[src/verilog/lvds_host_pkg.sv]
package lvds_host_pkg;

	// ==========================================
	// Bus geometry
	localparam int BUS_W      = 12;
	localparam int NUM_BUS    = 4;
	localparam int APB_AW     = 8;
	localparam int APB_DW     = 32;
	localparam int DLY_W      = 5;

	// ==========================================
	// Register offsets (byte addresses)
	localparam logic [7:0] OFF_CTRL    = 8'h00;
	localparam logic [7:0] OFF_PERIOD  = 8'h04;
	localparam logic [7:0] OFF_WIDTH   = 8'h08;
	localparam logic [7:0] OFF_DELAY   = 8'h0c;
	localparam logic [7:0] OFF_STEP    = 8'h10;
	localparam logic [7:0] OFF_STATUS  = 8'h14;
	localparam logic [7:0] OFF_PATTERN = 8'h18;

	// ==========================================
	// Control fields
	localparam int CTRL_EN     = 0;
	localparam int CTRL_MODE   = 1;
	localparam int CTRL_LSB    = 3;
	localparam int CTRL_REGSEL = 4;
	localparam int CTRL_DCM    = 5;
	localparam int CTRL_STROBE = 6;
	localparam int CTRL_CONST  = 7;
	localparam int CTRL_W      = 8;

	// ==========================================
	// Status fields
	localparam int STAT_SEEN   = 0;
	localparam int STAT_ALARM  = 1;
	localparam int STAT_SWITCH = 2;

	// ==========================================
	// Reset values
	localparam logic [CTRL_W-1:0] CTRL_RST    = 8'h00;
	localparam logic [7:0]        PERIOD_RST  = 8'h01;
	localparam logic [3:0]        WIDTH_RST   = 4'hc;
	localparam logic [BUS_W-1:0]  PATTERN_RST = 12'h000;
	localparam logic [DLY_W-1:0]  DELAY_RST   = 5'h00;

	// ==========================================
	// Interface modes
	typedef logic [1:0] mode_t;
	localparam mode_t ONE_BUS_PER_CHANNEL     = 2'h0;
	localparam mode_t TWO_BUS_PER_CHANNEL     = 2'h1;
	localparam mode_t FOUR_BUS_SINGLE_CHANNEL = 2'h2;

	// ==========================================
	// Delay ranges
	localparam logic [DLY_W-1:0] DLY_MAX_FOUR = 5'h1f;
	localparam logic [DLY_W-1:0] DLY_MAX_TWO  = 5'h0f;
	localparam logic [DLY_W-1:0] DLY_MAX_ONE  = 5'h07;

	// ==========================================
	// Timing
	localparam int CLK_PERIOD_PS  = 5000;
	localparam int LINK_HALF_NS   = 20;
	localparam int LINK_HALF_CYC  = (LINK_HALF_NS * 1000) / CLK_PERIOD_PS;
	localparam int STROBE_GRAIN   = 4;
	localparam int SWITCH_CLKS    = 4;
	localparam logic [3:0] SWITCH_HALVES = 4'h8;

endpackage

[src/verilog/lvds_bus_driver.sv]
`timescale 1ns/1ps
module lvds_bus_driver
	import lvds_host_pkg::*;
#(
	parameter int WIDTH = 12
)(
	input  wire logic             sys_clk,
	input  wire logic             reset,
	input  wire logic             tick,
	input  wire logic             risingEdge,
	input  wire logic             enable,
	input  wire logic [WIDTH-1:0] sample,
	input  wire logic [3:0]       lsbIdx,
	input  wire logic             lsbMode,
	input  wire logic             lsbZero,
	input  wire logic             strobeOnLsb,
	input  wire logic             strobeNow,
	output logic                  busClk,
	output logic [WIDTH-1:0]      busData,
	output logic                  busStrobe
);
	// ==========================================
	// Lane shaping
	wire logic [WIDTH-1:0] laneMask = WIDTH'(1) << lsbIdx;
	wire logic             strobeHere = risingEdge & strobeNow;
	wire logic [WIDTH-1:0] cleared = lsbZero ? (sample & ~laneMask) : sample;
	wire logic [WIDTH-1:0] dataNext = (strobeOnLsb & strobeHere) ? (cleared | laneMask) : cleared;

	// ==========================================
	// Edge-aligned outputs
	always_ff @(posedge sys_clk or posedge reset)
	begin
		if (reset)
		begin
			busClk    <= 1'b0;
			busData   <= '0;
			busStrobe <= 1'b0;
		end
		// Disabled bus parks low at once, not at the next tick
		else if (tick || !enable)
		begin
			busClk    <= enable & risingEdge;
			busData   <= enable ? dataNext : '0;
			busStrobe <= enable & strobeHere & ~lsbMode;
		end
		// Dedicated lane quiet by the time the sync pin drops
		else if (lsbMode)
			busStrobe <= 1'b0;
	end
endmodule

[src/verilog/lvds_host_ctrl.sv]
`timescale 1ns/1ps
module lvds_host_ctrl
#(
	parameter int LINK_HALF = lvds_host_pkg::LINK_HALF_CYC
)(
	input  wire logic                                sys_clk,
	input  wire logic                                reset,
	input  wire logic                                psel,
	input  wire logic                                penable,
	input  wire logic                                pwrite,
	input  wire logic [lvds_host_pkg::APB_AW-1:0]    paddr,
	input  wire logic [lvds_host_pkg::APB_DW-1:0]    pwdata,
	output logic [lvds_host_pkg::APB_DW-1:0]         prdata,
	output logic                                     pready,
	output logic                                     pslverr,
	input  wire logic                                alarmPin,
	output logic [lvds_host_pkg::NUM_BUS-1:0]        busClk,
	output logic [lvds_host_pkg::NUM_BUS*lvds_host_pkg::BUS_W-1:0] busData,
	output logic [lvds_host_pkg::NUM_BUS-1:0]        busStrobe,
	output logic                                     syncPin,
	output logic [lvds_host_pkg::DLY_W-1:0]          fifoReadDelay
);
	import lvds_host_pkg::*;

	if (LINK_HALF < 1)
	begin : g_check
		$error("LINK_HALF must be at least one cycle");
	end

	// ==========================================
	// Helper functions
	function automatic logic busOn(input mode_t m, input int k);
		busOn = (m == ONE_BUS_PER_CHANNEL) ? (k == 0 || k == 2) : (m == TWO_BUS_PER_CHANNEL || m == FOUR_BUS_SINGLE_CHANNEL);
	endfunction

	function automatic logic [BUS_W-1:0] laneOffset(input mode_t m, input int k);
		logic [1:0] kk;
		kk = 2'(k);
		if (m == FOUR_BUS_SINGLE_CHANNEL)
			laneOffset = BUS_W'(kk);
		else if (m == TWO_BUS_PER_CHANNEL)
			laneOffset = BUS_W'(kk[0]);
		else
			laneOffset = '0;
	endfunction

	// ==========================================
	// Registers
	logic [CTRL_W-1:0] ctrlReg;
	logic [7:0]        periodReg;
	logic [3:0]        widthReg;
	logic [BUS_W-1:0]  patternReg;
	logic [DLY_W-1:0]  delayReg;
	logic              alarmMeta;
	logic              alarmSync;
	logic              alarmSeenReg;
	logic [CTRL_W-1:0] ctrlNext;
	logic [APB_DW-1:0] rdataNext;
	logic [3:0]        guardCnt;
	wire logic         guardActive = guardCnt != '0;

	assign fifoReadDelay = delayReg;

	wire logic  enCfg     = ctrlReg[CTRL_EN];
	wire mode_t modeCfg   = ctrlReg[CTRL_MODE +: 2];
	wire logic  lsbCfg    = ctrlReg[CTRL_LSB];
	wire logic  regSelCfg = ctrlReg[CTRL_REGSEL];
	wire logic  dcmCfg    = ctrlReg[CTRL_DCM];
	wire logic  strobeCfg = ctrlReg[CTRL_STROBE];
	wire logic  constCfg  = ctrlReg[CTRL_CONST];

	// ==========================================
	// APB decode
	wire logic setup    = psel & ~penable;
	wire logic access   = psel & penable & pready;
	wire logic wrEn     = access & pwrite;
	wire logic hitCtrl  = paddr == OFF_CTRL;
	wire logic hitPer   = paddr == OFF_PERIOD;
	wire logic hitWidth = paddr == OFF_WIDTH;
	wire logic hitDly   = paddr == OFF_DELAY;
	wire logic hitStep  = paddr == OFF_STEP;
	wire logic hitStat  = paddr == OFF_STATUS;
	wire logic hitPat   = paddr == OFF_PATTERN;
	wire logic mapped   = hitCtrl | hitPer | hitWidth | hitDly | hitStep | hitStat | hitPat;

	// Delay range follows mode and 2xRF
	wire logic [DLY_W-1:0] dlyMax = (modeCfg == FOUR_BUS_SINGLE_CHANNEL) ? DLY_MAX_FOUR :
		(modeCfg == TWO_BUS_PER_CHANNEL || dcmCfg) ? DLY_MAX_TWO : DLY_MAX_ONE;
	// Counter-clockwise after an alarm, clockwise otherwise
	wire logic [DLY_W-1:0] dlyDown = (delayReg == '0) ? dlyMax : delayReg - 1'b1;
	wire logic [DLY_W-1:0] dlyUp   = (delayReg >= dlyMax) ? '0 : delayReg + 1'b1;
	wire logic [DLY_W-1:0] dlyStep = alarmSeenReg ? dlyDown : dlyUp;
	// Mode change must not leave the delay out of range
	wire logic [DLY_W-1:0] dlyClamp = delayReg & dlyMax;
	wire logic [3:0] widthEff = (widthReg == 4'h0 || widthReg > 4'hc) ? 4'hc : widthReg;
	wire logic [3:0] lsbIdx   = 4'hc - widthEff;

	always_comb
	begin
		rdataNext = '0;
		if (hitCtrl)
			rdataNext[CTRL_W-1:0] = ctrlReg;
		else if (hitPer)
			rdataNext[7:0] = periodReg;
		else if (hitWidth)
			rdataNext[3:0] = widthReg;
		else if (hitDly)
			rdataNext[DLY_W-1:0] = delayReg;
		else if (hitStat)
			rdataNext[STAT_SWITCH:0] = {guardActive, alarmSync, alarmSeenReg};
		else if (hitPat)
			rdataNext[BUS_W-1:0] = patternReg;
	end

	assign ctrlNext = pwdata[CTRL_W-1:0];

	always_ff @(posedge sys_clk or posedge reset)
	begin
		if (reset)
		begin
			pready  <= 1'b0;
			pslverr <= 1'b0;
			prdata  <= '0;
		end
		else
		begin
			pready  <= setup;
			pslverr <= setup & ~mapped;
			prdata  <= setup & ~pwrite ? rdataNext : '0;
		end
	end

	always_ff @(posedge sys_clk or posedge reset)
	begin
		if (reset)
		begin
			ctrlReg    <= CTRL_RST;
			periodReg  <= PERIOD_RST;
			widthReg   <= WIDTH_RST;
			patternReg <= PATTERN_RST;
		end
		else if (wrEn)
		begin
			if (hitCtrl)
				ctrlReg <= ctrlNext;
			if (hitPer)
				periodReg <= pwdata[7:0];
			if (hitWidth)
				widthReg <= pwdata[3:0];
			if (hitPat)
				patternReg <= pwdata[BUS_W-1:0];
		end
	end

	// ==========================================
	// Delay stepper and alarm watch
	always_ff @(posedge sys_clk or posedge reset)
	begin
		if (reset)
		begin
			alarmMeta    <= 1'b0;
			alarmSync    <= 1'b0;
			alarmSeenReg <= 1'b0;
			delayReg     <= DELAY_RST;
		end
		else
		begin
			alarmMeta <= alarmPin;
			alarmSync <= alarmMeta;
			// New alarm in the step cycle survives the clear
			if (wrEn & hitStep)
				alarmSeenReg <= alarmSync;
			else if (alarmSync)
				alarmSeenReg <= 1'b1;
			if (wrEn & hitStep)
				delayReg <= dlyStep;
			else if (wrEn & hitDly)
				delayReg <= pwdata[DLY_W-1:0] & dlyMax;
			else
				delayReg <= dlyClamp;
		end
	end

	// ==========================================
	// Link clock divider, shared by all buses
	logic [15:0] halfCnt;
	logic        linkPhase;
	wire logic   halfTick   = enCfg && (halfCnt == 16'(LINK_HALF - 1));
	wire logic   risingEdge = ~linkPhase;

	always_ff @(posedge sys_clk or posedge reset)
	begin
		if (reset)
		begin
			halfCnt   <= '0;
			linkPhase <= 1'b0;
		end
		else if (!enCfg)
		begin
			halfCnt   <= '0;
			linkPhase <= 1'b0;
		end
		else
		begin
			halfCnt <= halfTick ? '0 : halfCnt + 1'b1;
			if (halfTick)
				linkPhase <= ~linkPhase;
		end
	end

	// ==========================================
	// Strobe timer, common to every bus
	logic [9:0] strobeCnt;
	wire logic [9:0] strobeLast = (periodReg == 8'h00) ? 10'(STROBE_GRAIN - 1) :
		10'({periodReg, 2'b00} - 10'h001);
	wire logic strobeNow = strobeCfg && (strobeCnt == '0);

	always_ff @(posedge sys_clk or posedge reset)
	begin
		if (reset)
			strobeCnt <= '0;
		else if (!strobeCfg)
			strobeCnt <= '0;
		else if (halfTick & risingEdge)
			strobeCnt <= (strobeCnt >= strobeLast) ? '0 : strobeCnt + 1'b1;
	end

	// ==========================================
	// LSB strobe switch-over guard
	logic       lsbPrev;
	wire logic  lsbZero     = guardActive | lsbCfg;
	wire logic  strobeOnLsb = lsbCfg & ~guardActive;

	always_ff @(posedge sys_clk or posedge reset)
	begin
		if (reset)
		begin
			lsbPrev  <= 1'b0;
			guardCnt <= '0;
			syncPin  <= 1'b1;
		end
		else
		begin
			lsbPrev <= lsbCfg;
			if (lsbPrev != lsbCfg)
				guardCnt <= SWITCH_HALVES;
			else if (halfTick && guardActive)
				guardCnt <= guardCnt - 1'b1;
			// Register-selected LSB strobe needs the sync pin parked high
			syncPin <= regSelCfg | ~lsbCfg;
		end
	end

	// ==========================================
	// Sample source
	logic [BUS_W-1:0] sampleBase;
	wire logic [BUS_W-1:0] sampleStep = (modeCfg == FOUR_BUS_SINGLE_CHANNEL) ? 12'h004 :
		(modeCfg == TWO_BUS_PER_CHANNEL) ? 12'h002 : 12'h001;

	always_ff @(posedge sys_clk or posedge reset)
	begin
		if (reset)
			sampleBase <= '0;
		else if (halfTick)
			sampleBase <= sampleBase + sampleStep;
	end

	// ==========================================
	// Bus drivers; one divider keeps skew near zero
	for (genvar k = 0; k < NUM_BUS; k++)
	begin : g_bus
		wire logic [BUS_W-1:0] raw    = constCfg ? patternReg : sampleBase + laneOffset(modeCfg, k);
		wire logic [BUS_W-1:0] placed = raw << lsbIdx;

		lvds_bus_driver #(
			.WIDTH       (BUS_W)
		) u_drv (
			.sys_clk     (sys_clk),
			.reset       (reset),
			.tick        (halfTick),
			.risingEdge  (risingEdge),
			.enable      (enCfg & busOn(modeCfg, k)),
			.sample      (placed),
			.lsbIdx      (lsbIdx),
			.lsbMode     (lsbCfg),
			.lsbZero     (lsbZero),
			.strobeOnLsb (strobeOnLsb),
			.strobeNow   (strobeNow),
			.busClk      (busClk[k]),
			.busData     (busData[k*BUS_W +: BUS_W]),
			.busStrobe   (busStrobe[k])
		);
	end
endmodule

[config.mk]
export PLATFORM = sky130hd
export DESIGN_NAME = lvds_host_ctrl
export DESIGN_NICKNAME = d
export VERILOG_FILES = /design/src/verilog/lvds_host_pkg.sv /design/src/verilog/lvds_bus_driver.sv /design/src/verilog/lvds_host_ctrl.sv
export SDC_FILE = /design/constraint.sdc
export NUM_CORES = 1
export LEC_CHECK = 0
export ABC_AREA = 1
export BUFFER_PORTS_ARGS = -buffer_cell sky130_fd_sc_hd__buf_4
export CORE_UTILIZATION = 40
export CTS_CLUSTER_DIAMETER = 80
export CTS_CLUSTER_SIZE = 12
export DETAILED_ROUTE_END_ITERATION = 7
export GPL_TIMING_DRIVEN = 0
export HOLD_SLACK_MARGIN = 0.05
export SETUP_SLACK_MARGIN = 0.05
export SYNTH_ARGS = -nofsm -noshare
export SYNTH_HDL_FRONTEND = slang
export SYNTH_SLANG_ARGS = --single-unit
export TNS_END_PERCENT = 50
[constraint.sdc]
create_clock -name sys_clk -period 8.92 [get_ports sys_clk]
set_input_delay 0.446 -clock sys_clk [delete_from_list [all_inputs] [get_ports sys_clk]]
set_output_delay 0.446 -clock sys_clk [all_outputs]
set_load 0.02 [all_outputs]
==> run summary <==
RSZ-0062 raised after global routing - false
Number of global-route vias before repair - 10,100
Post-detailed-route wirelength per cell - 17.1 um
Core area - 25,300 um2
CTS tree - done
Final Cycle Share - 39.9%
Clock sink count - 149
Commonest non-fill, non-tap cell in the layout - nand2_1
Synth Area in Simple Gates - 30.3%
VDD IR max - 0.000106 V
Initial antenna violation count - 0
Asr flop ratio synth - 100%
Fmax - 281 MHz
Slowest Stage Delay on Critical Path - 0.60 ns
Nets - 1,720
Mux contribution to synthesized area - 0.484%
Post-CTS sizing - 0
Placed cell areas - 11,600 um2
Reg2reg setup slack - 5.36 ns
Worst r2r src - widthReg[3]
Post-synth EDFFs - 0
Power Total - 1.56 mW
Place WS - 5.46 ns
Die X - 163 um
CP startpoint kind - flip-flop
Syn Area/Cell - 6.90 um2
Netlist Area Pre-Place - 10,400 um2
Iteration-0 DRC Markers - 907
All-layer global routing usage - 26.4%
Delay-heaviest family, CP - buffers and inverters
Num CTS Buffers - 17
WP data required - 9.30 ns
Postcts setup bufs - 0
Largest family of logic cells by synthesized area - simple AND/OR/NAND/NOR gates
Cell mode on critical path - nand2_1
Hold Crit Class - input port to async pin
Fill cells - 2,679
Final WS setup - 5.36 ns
Worst-case reg-to-reg path depth - 14
Setup Skew - 0.0230 ns
Slew Viols, Final - 0
# diodes - 0
Fin. Hold Viols - 0
Die Area - 26,500 um2
Synthesized flop and latch total - 149
Layout cell share with drive strength beyond 1 - 14.6%
Cells after Synth - 1,500
Xor/xnor cell area share of the yosys netlist - 1.76%
Area Growth Syn to Fin - 18.4%
Post-Synth Adder-Cell Area - 4.18%
Reg-to-reg endpoint - g_bus[0].u_drv.busData[9]
Most frequent cells in the layout - 428 x nand2_1, 149 x inv_1, 145 x dfrtp_1, 133 x buf_4, 128 x o21ai_0
Clk Latency, worst-skew pair - 0.46 ns
Hpwl dp - 26,500 um
Post-route ant nets - 0
Setup tns final - 0 ns
First drt pass iteration count - 6
Final setup vio count - 0
Slew headroom - 59.4%
Register area share after synthesis - 36.1%
Hold_buf cts - 0
Largest net degree at the start of global routing - 96
Slowest stage cell, crit path - dfstp_2
Vias/cell - 5.33
Num rows - 58
PortBufs - 101
Max Cap Viol - 0
Ys Warns - 0
First-pass GRT wire length - 54,100 um
Num ports - 142
Status - finished clean
Lkg Pwr - 6.09 nW
Setup CP Type - flip-flop to flip-flop
CTS Root Cell - clkbuf_16
Detailed-route wire length - 33,800 um
Placer Congestion - 0.951
Power Dens Cells - 127 nW/um2
Pin slew with the least headroom to its limit - 0.609 ns
Crit end category - flip-flop
Max FO, Critical Path - 12
Ys flop type - dfrtp_1
Final worst path period need - 3.56 ns
GRT overflow - 0
DRC viols - 0
CP Data Arrival Time - 3.94 ns
Compound-Gate Fraction of Synth Area - 16.5%
Initial Utilization - 41.0%
Post-layout util - 48.5%
Die Y - 163 um
Number of H-tree levels - 4
Yosys cell types - 56
Clk slew on worst S/H paths - 0.09 ns
Vias - 10,600
Clock buffer depth - 2
Buf/Inv on CP - 5
Final Cell Area - 12,300 um2
Critical-path cell list - nand2_1 -> nand2_1 -> buf_2 -> buf_2 -> ha_1 -> clkbuf_1 -> inv_1 -> clkbuf_1 -> nand2_1 -> nor2_1 -> a21oi_1 -> a221oi_1 -> o21ai_1 -> nand2_1
==> cell families (layout without fill, tap and decap cells) <==
logic type | Yosys count | after routing
AO/OA/AOI/OAI | 303 | 303
XOR/XNOR | 20 | 20
adder cells (fa/ha/maj) | 34 | 34
buffers and inverters | 251 | 385
flip-flops | 149 | 149
multiplexers | 5 | 5
other | 1 | 20
AND/OR/NAND/NOR | 737 | 737
==> sequential cells by signal (all words and copies together) (netlist names), 4 cells and up <==
signal               cells
halfCnt                 16
sampleBase              12
ctrlReg                  8
prdata                  12
periodReg                8
guardCnt                 4
strobeCnt               10
g_bus.u_drv.busData     46
fifoReadDelay            5
widthReg                 4
patternReg              12
==> worst max-delay path by stage <==
| stage | startpoint | end | slack [ns] | cells past startpoint |
|---|---|---|---|---|
| 2_1_floorplan | reset | alarmMeta | 4.47 | 1 |
| 3_3_place_gp | reset | strobeCnt[5] | 2.52 | 2 |
| 3_5_place_dp | widthReg[2] | g_bus[0].u_drv.busData[9] | 5.46 | 14 |
| 4_1_cts | widthReg[3] | g_bus[0].u_drv.busData[9] | 5.42 | 14 |
| 5_1_grt | widthReg[3] | g_bus[0].u_drv.busData[9] | 5.14 | 14 |
| 6_report | widthReg[3] | g_bus[0].u_drv.busData[9] | 5.36 | 14 |
==> cells in the mapped netlist (2+ instances only) <==
master | number | area (um2)
a211oi_1 | 4 | 30.0
a21boi_1 | 2 | 15.0
a21o_1 | 3 | 22.5
a21oi_1 | 62 | 310
a21oi_2 | 2 | 17.5
a221oi_1 | 2 | 17.5
a22o_1 | 5 | 43.8
a31oi_1 | 16 | 100
a32oi_1 | 3 | 26.3
buf_2 | 27 | 135
buf_4 | 32 | 240
clkbuf_1 | 26 | 97.6
dfrtp_1 | 145 | 3630
dfstp_2 | 4 | 105
ha_1 | 33 | 413
inv_1 | 150 | 563
inv_2 | 13 | 48.8
mux2i_1 | 5 | 50.1
nand2_1 | 428 | 1610
nand3_1 | 115 | 576
nand4_1 | 15 | 93.8
nor2_1 | 107 | 402
nor2_2 | 11 | 68.8
nor2_4 | 2 | 22.5
nor3_1 | 31 | 155
nor3_2 | 5 | 50.1
nor3b_1 | 4 | 30.0
nor4_1 | 5 | 31.3
nor4_2 | 2 | 25.0
o2111ai_1 | 4 | 35.0
o211ai_1 | 17 | 128
o21ai_0 | 128 | 641
o21ai_1 | 40 | 200
o221ai_1 | 5 | 43.8
o22ai_1 | 3 | 18.8
or2_1 | 3 | 18.8
or2_2 | 5 | 31.3
xnor2_1 | 3 | 26.3
xor2_1 | 16 | 140
==> where the power goes <==
part	switching, mW	internal (mW)
logic	0.0639	0.0296
registers	0.00230	0.678
clock network	0.353	0.435
total	0.419	1.14
==> metal layers <==
metal  share of wire, %  GRT usage, %  vias up
met5                  0             0        -
met4                2.3          8.33        0
met3                5.0          3.49       62
met2                 48          43.7      327
met1                 45          35.7     4996
li1                   -             -     5184
==> through the flow <==
step                hold WS (ns)  std cells
finish                    0.0226       1983
detailed placement         0.342       1951
global route              0.0889       1983
CTS                       0.0529       1983
global placement           0.334       1950
floorplan                  0.331       1519
==> cell type report <==
type,count,area (um2),share of cell area [%]
multi-input combinational,1119,5580,45.6
tap,330,413,3.37
buffer,88,493,4.02
inverter,163,617,5.03
clock inverter,14,186,1.52
timing repair buffer,102,786,6.41
clock buffer,18,439,3.58
sequential,149,3730,30.5
==> worst reg2reg max path, delay by kind of cell (launching register included) <==
family,cells,cell delay [ns]
buffers and inverters,5,1.25
AND/OR/NAND/NOR,5,0.74
AO/OA/AOI/OAI,3,0.61
flip-flops,1,0.60
adder cells (fa/ha/maj),1,0.28
No activity file was read; power rests on OpenSTA's default activity.
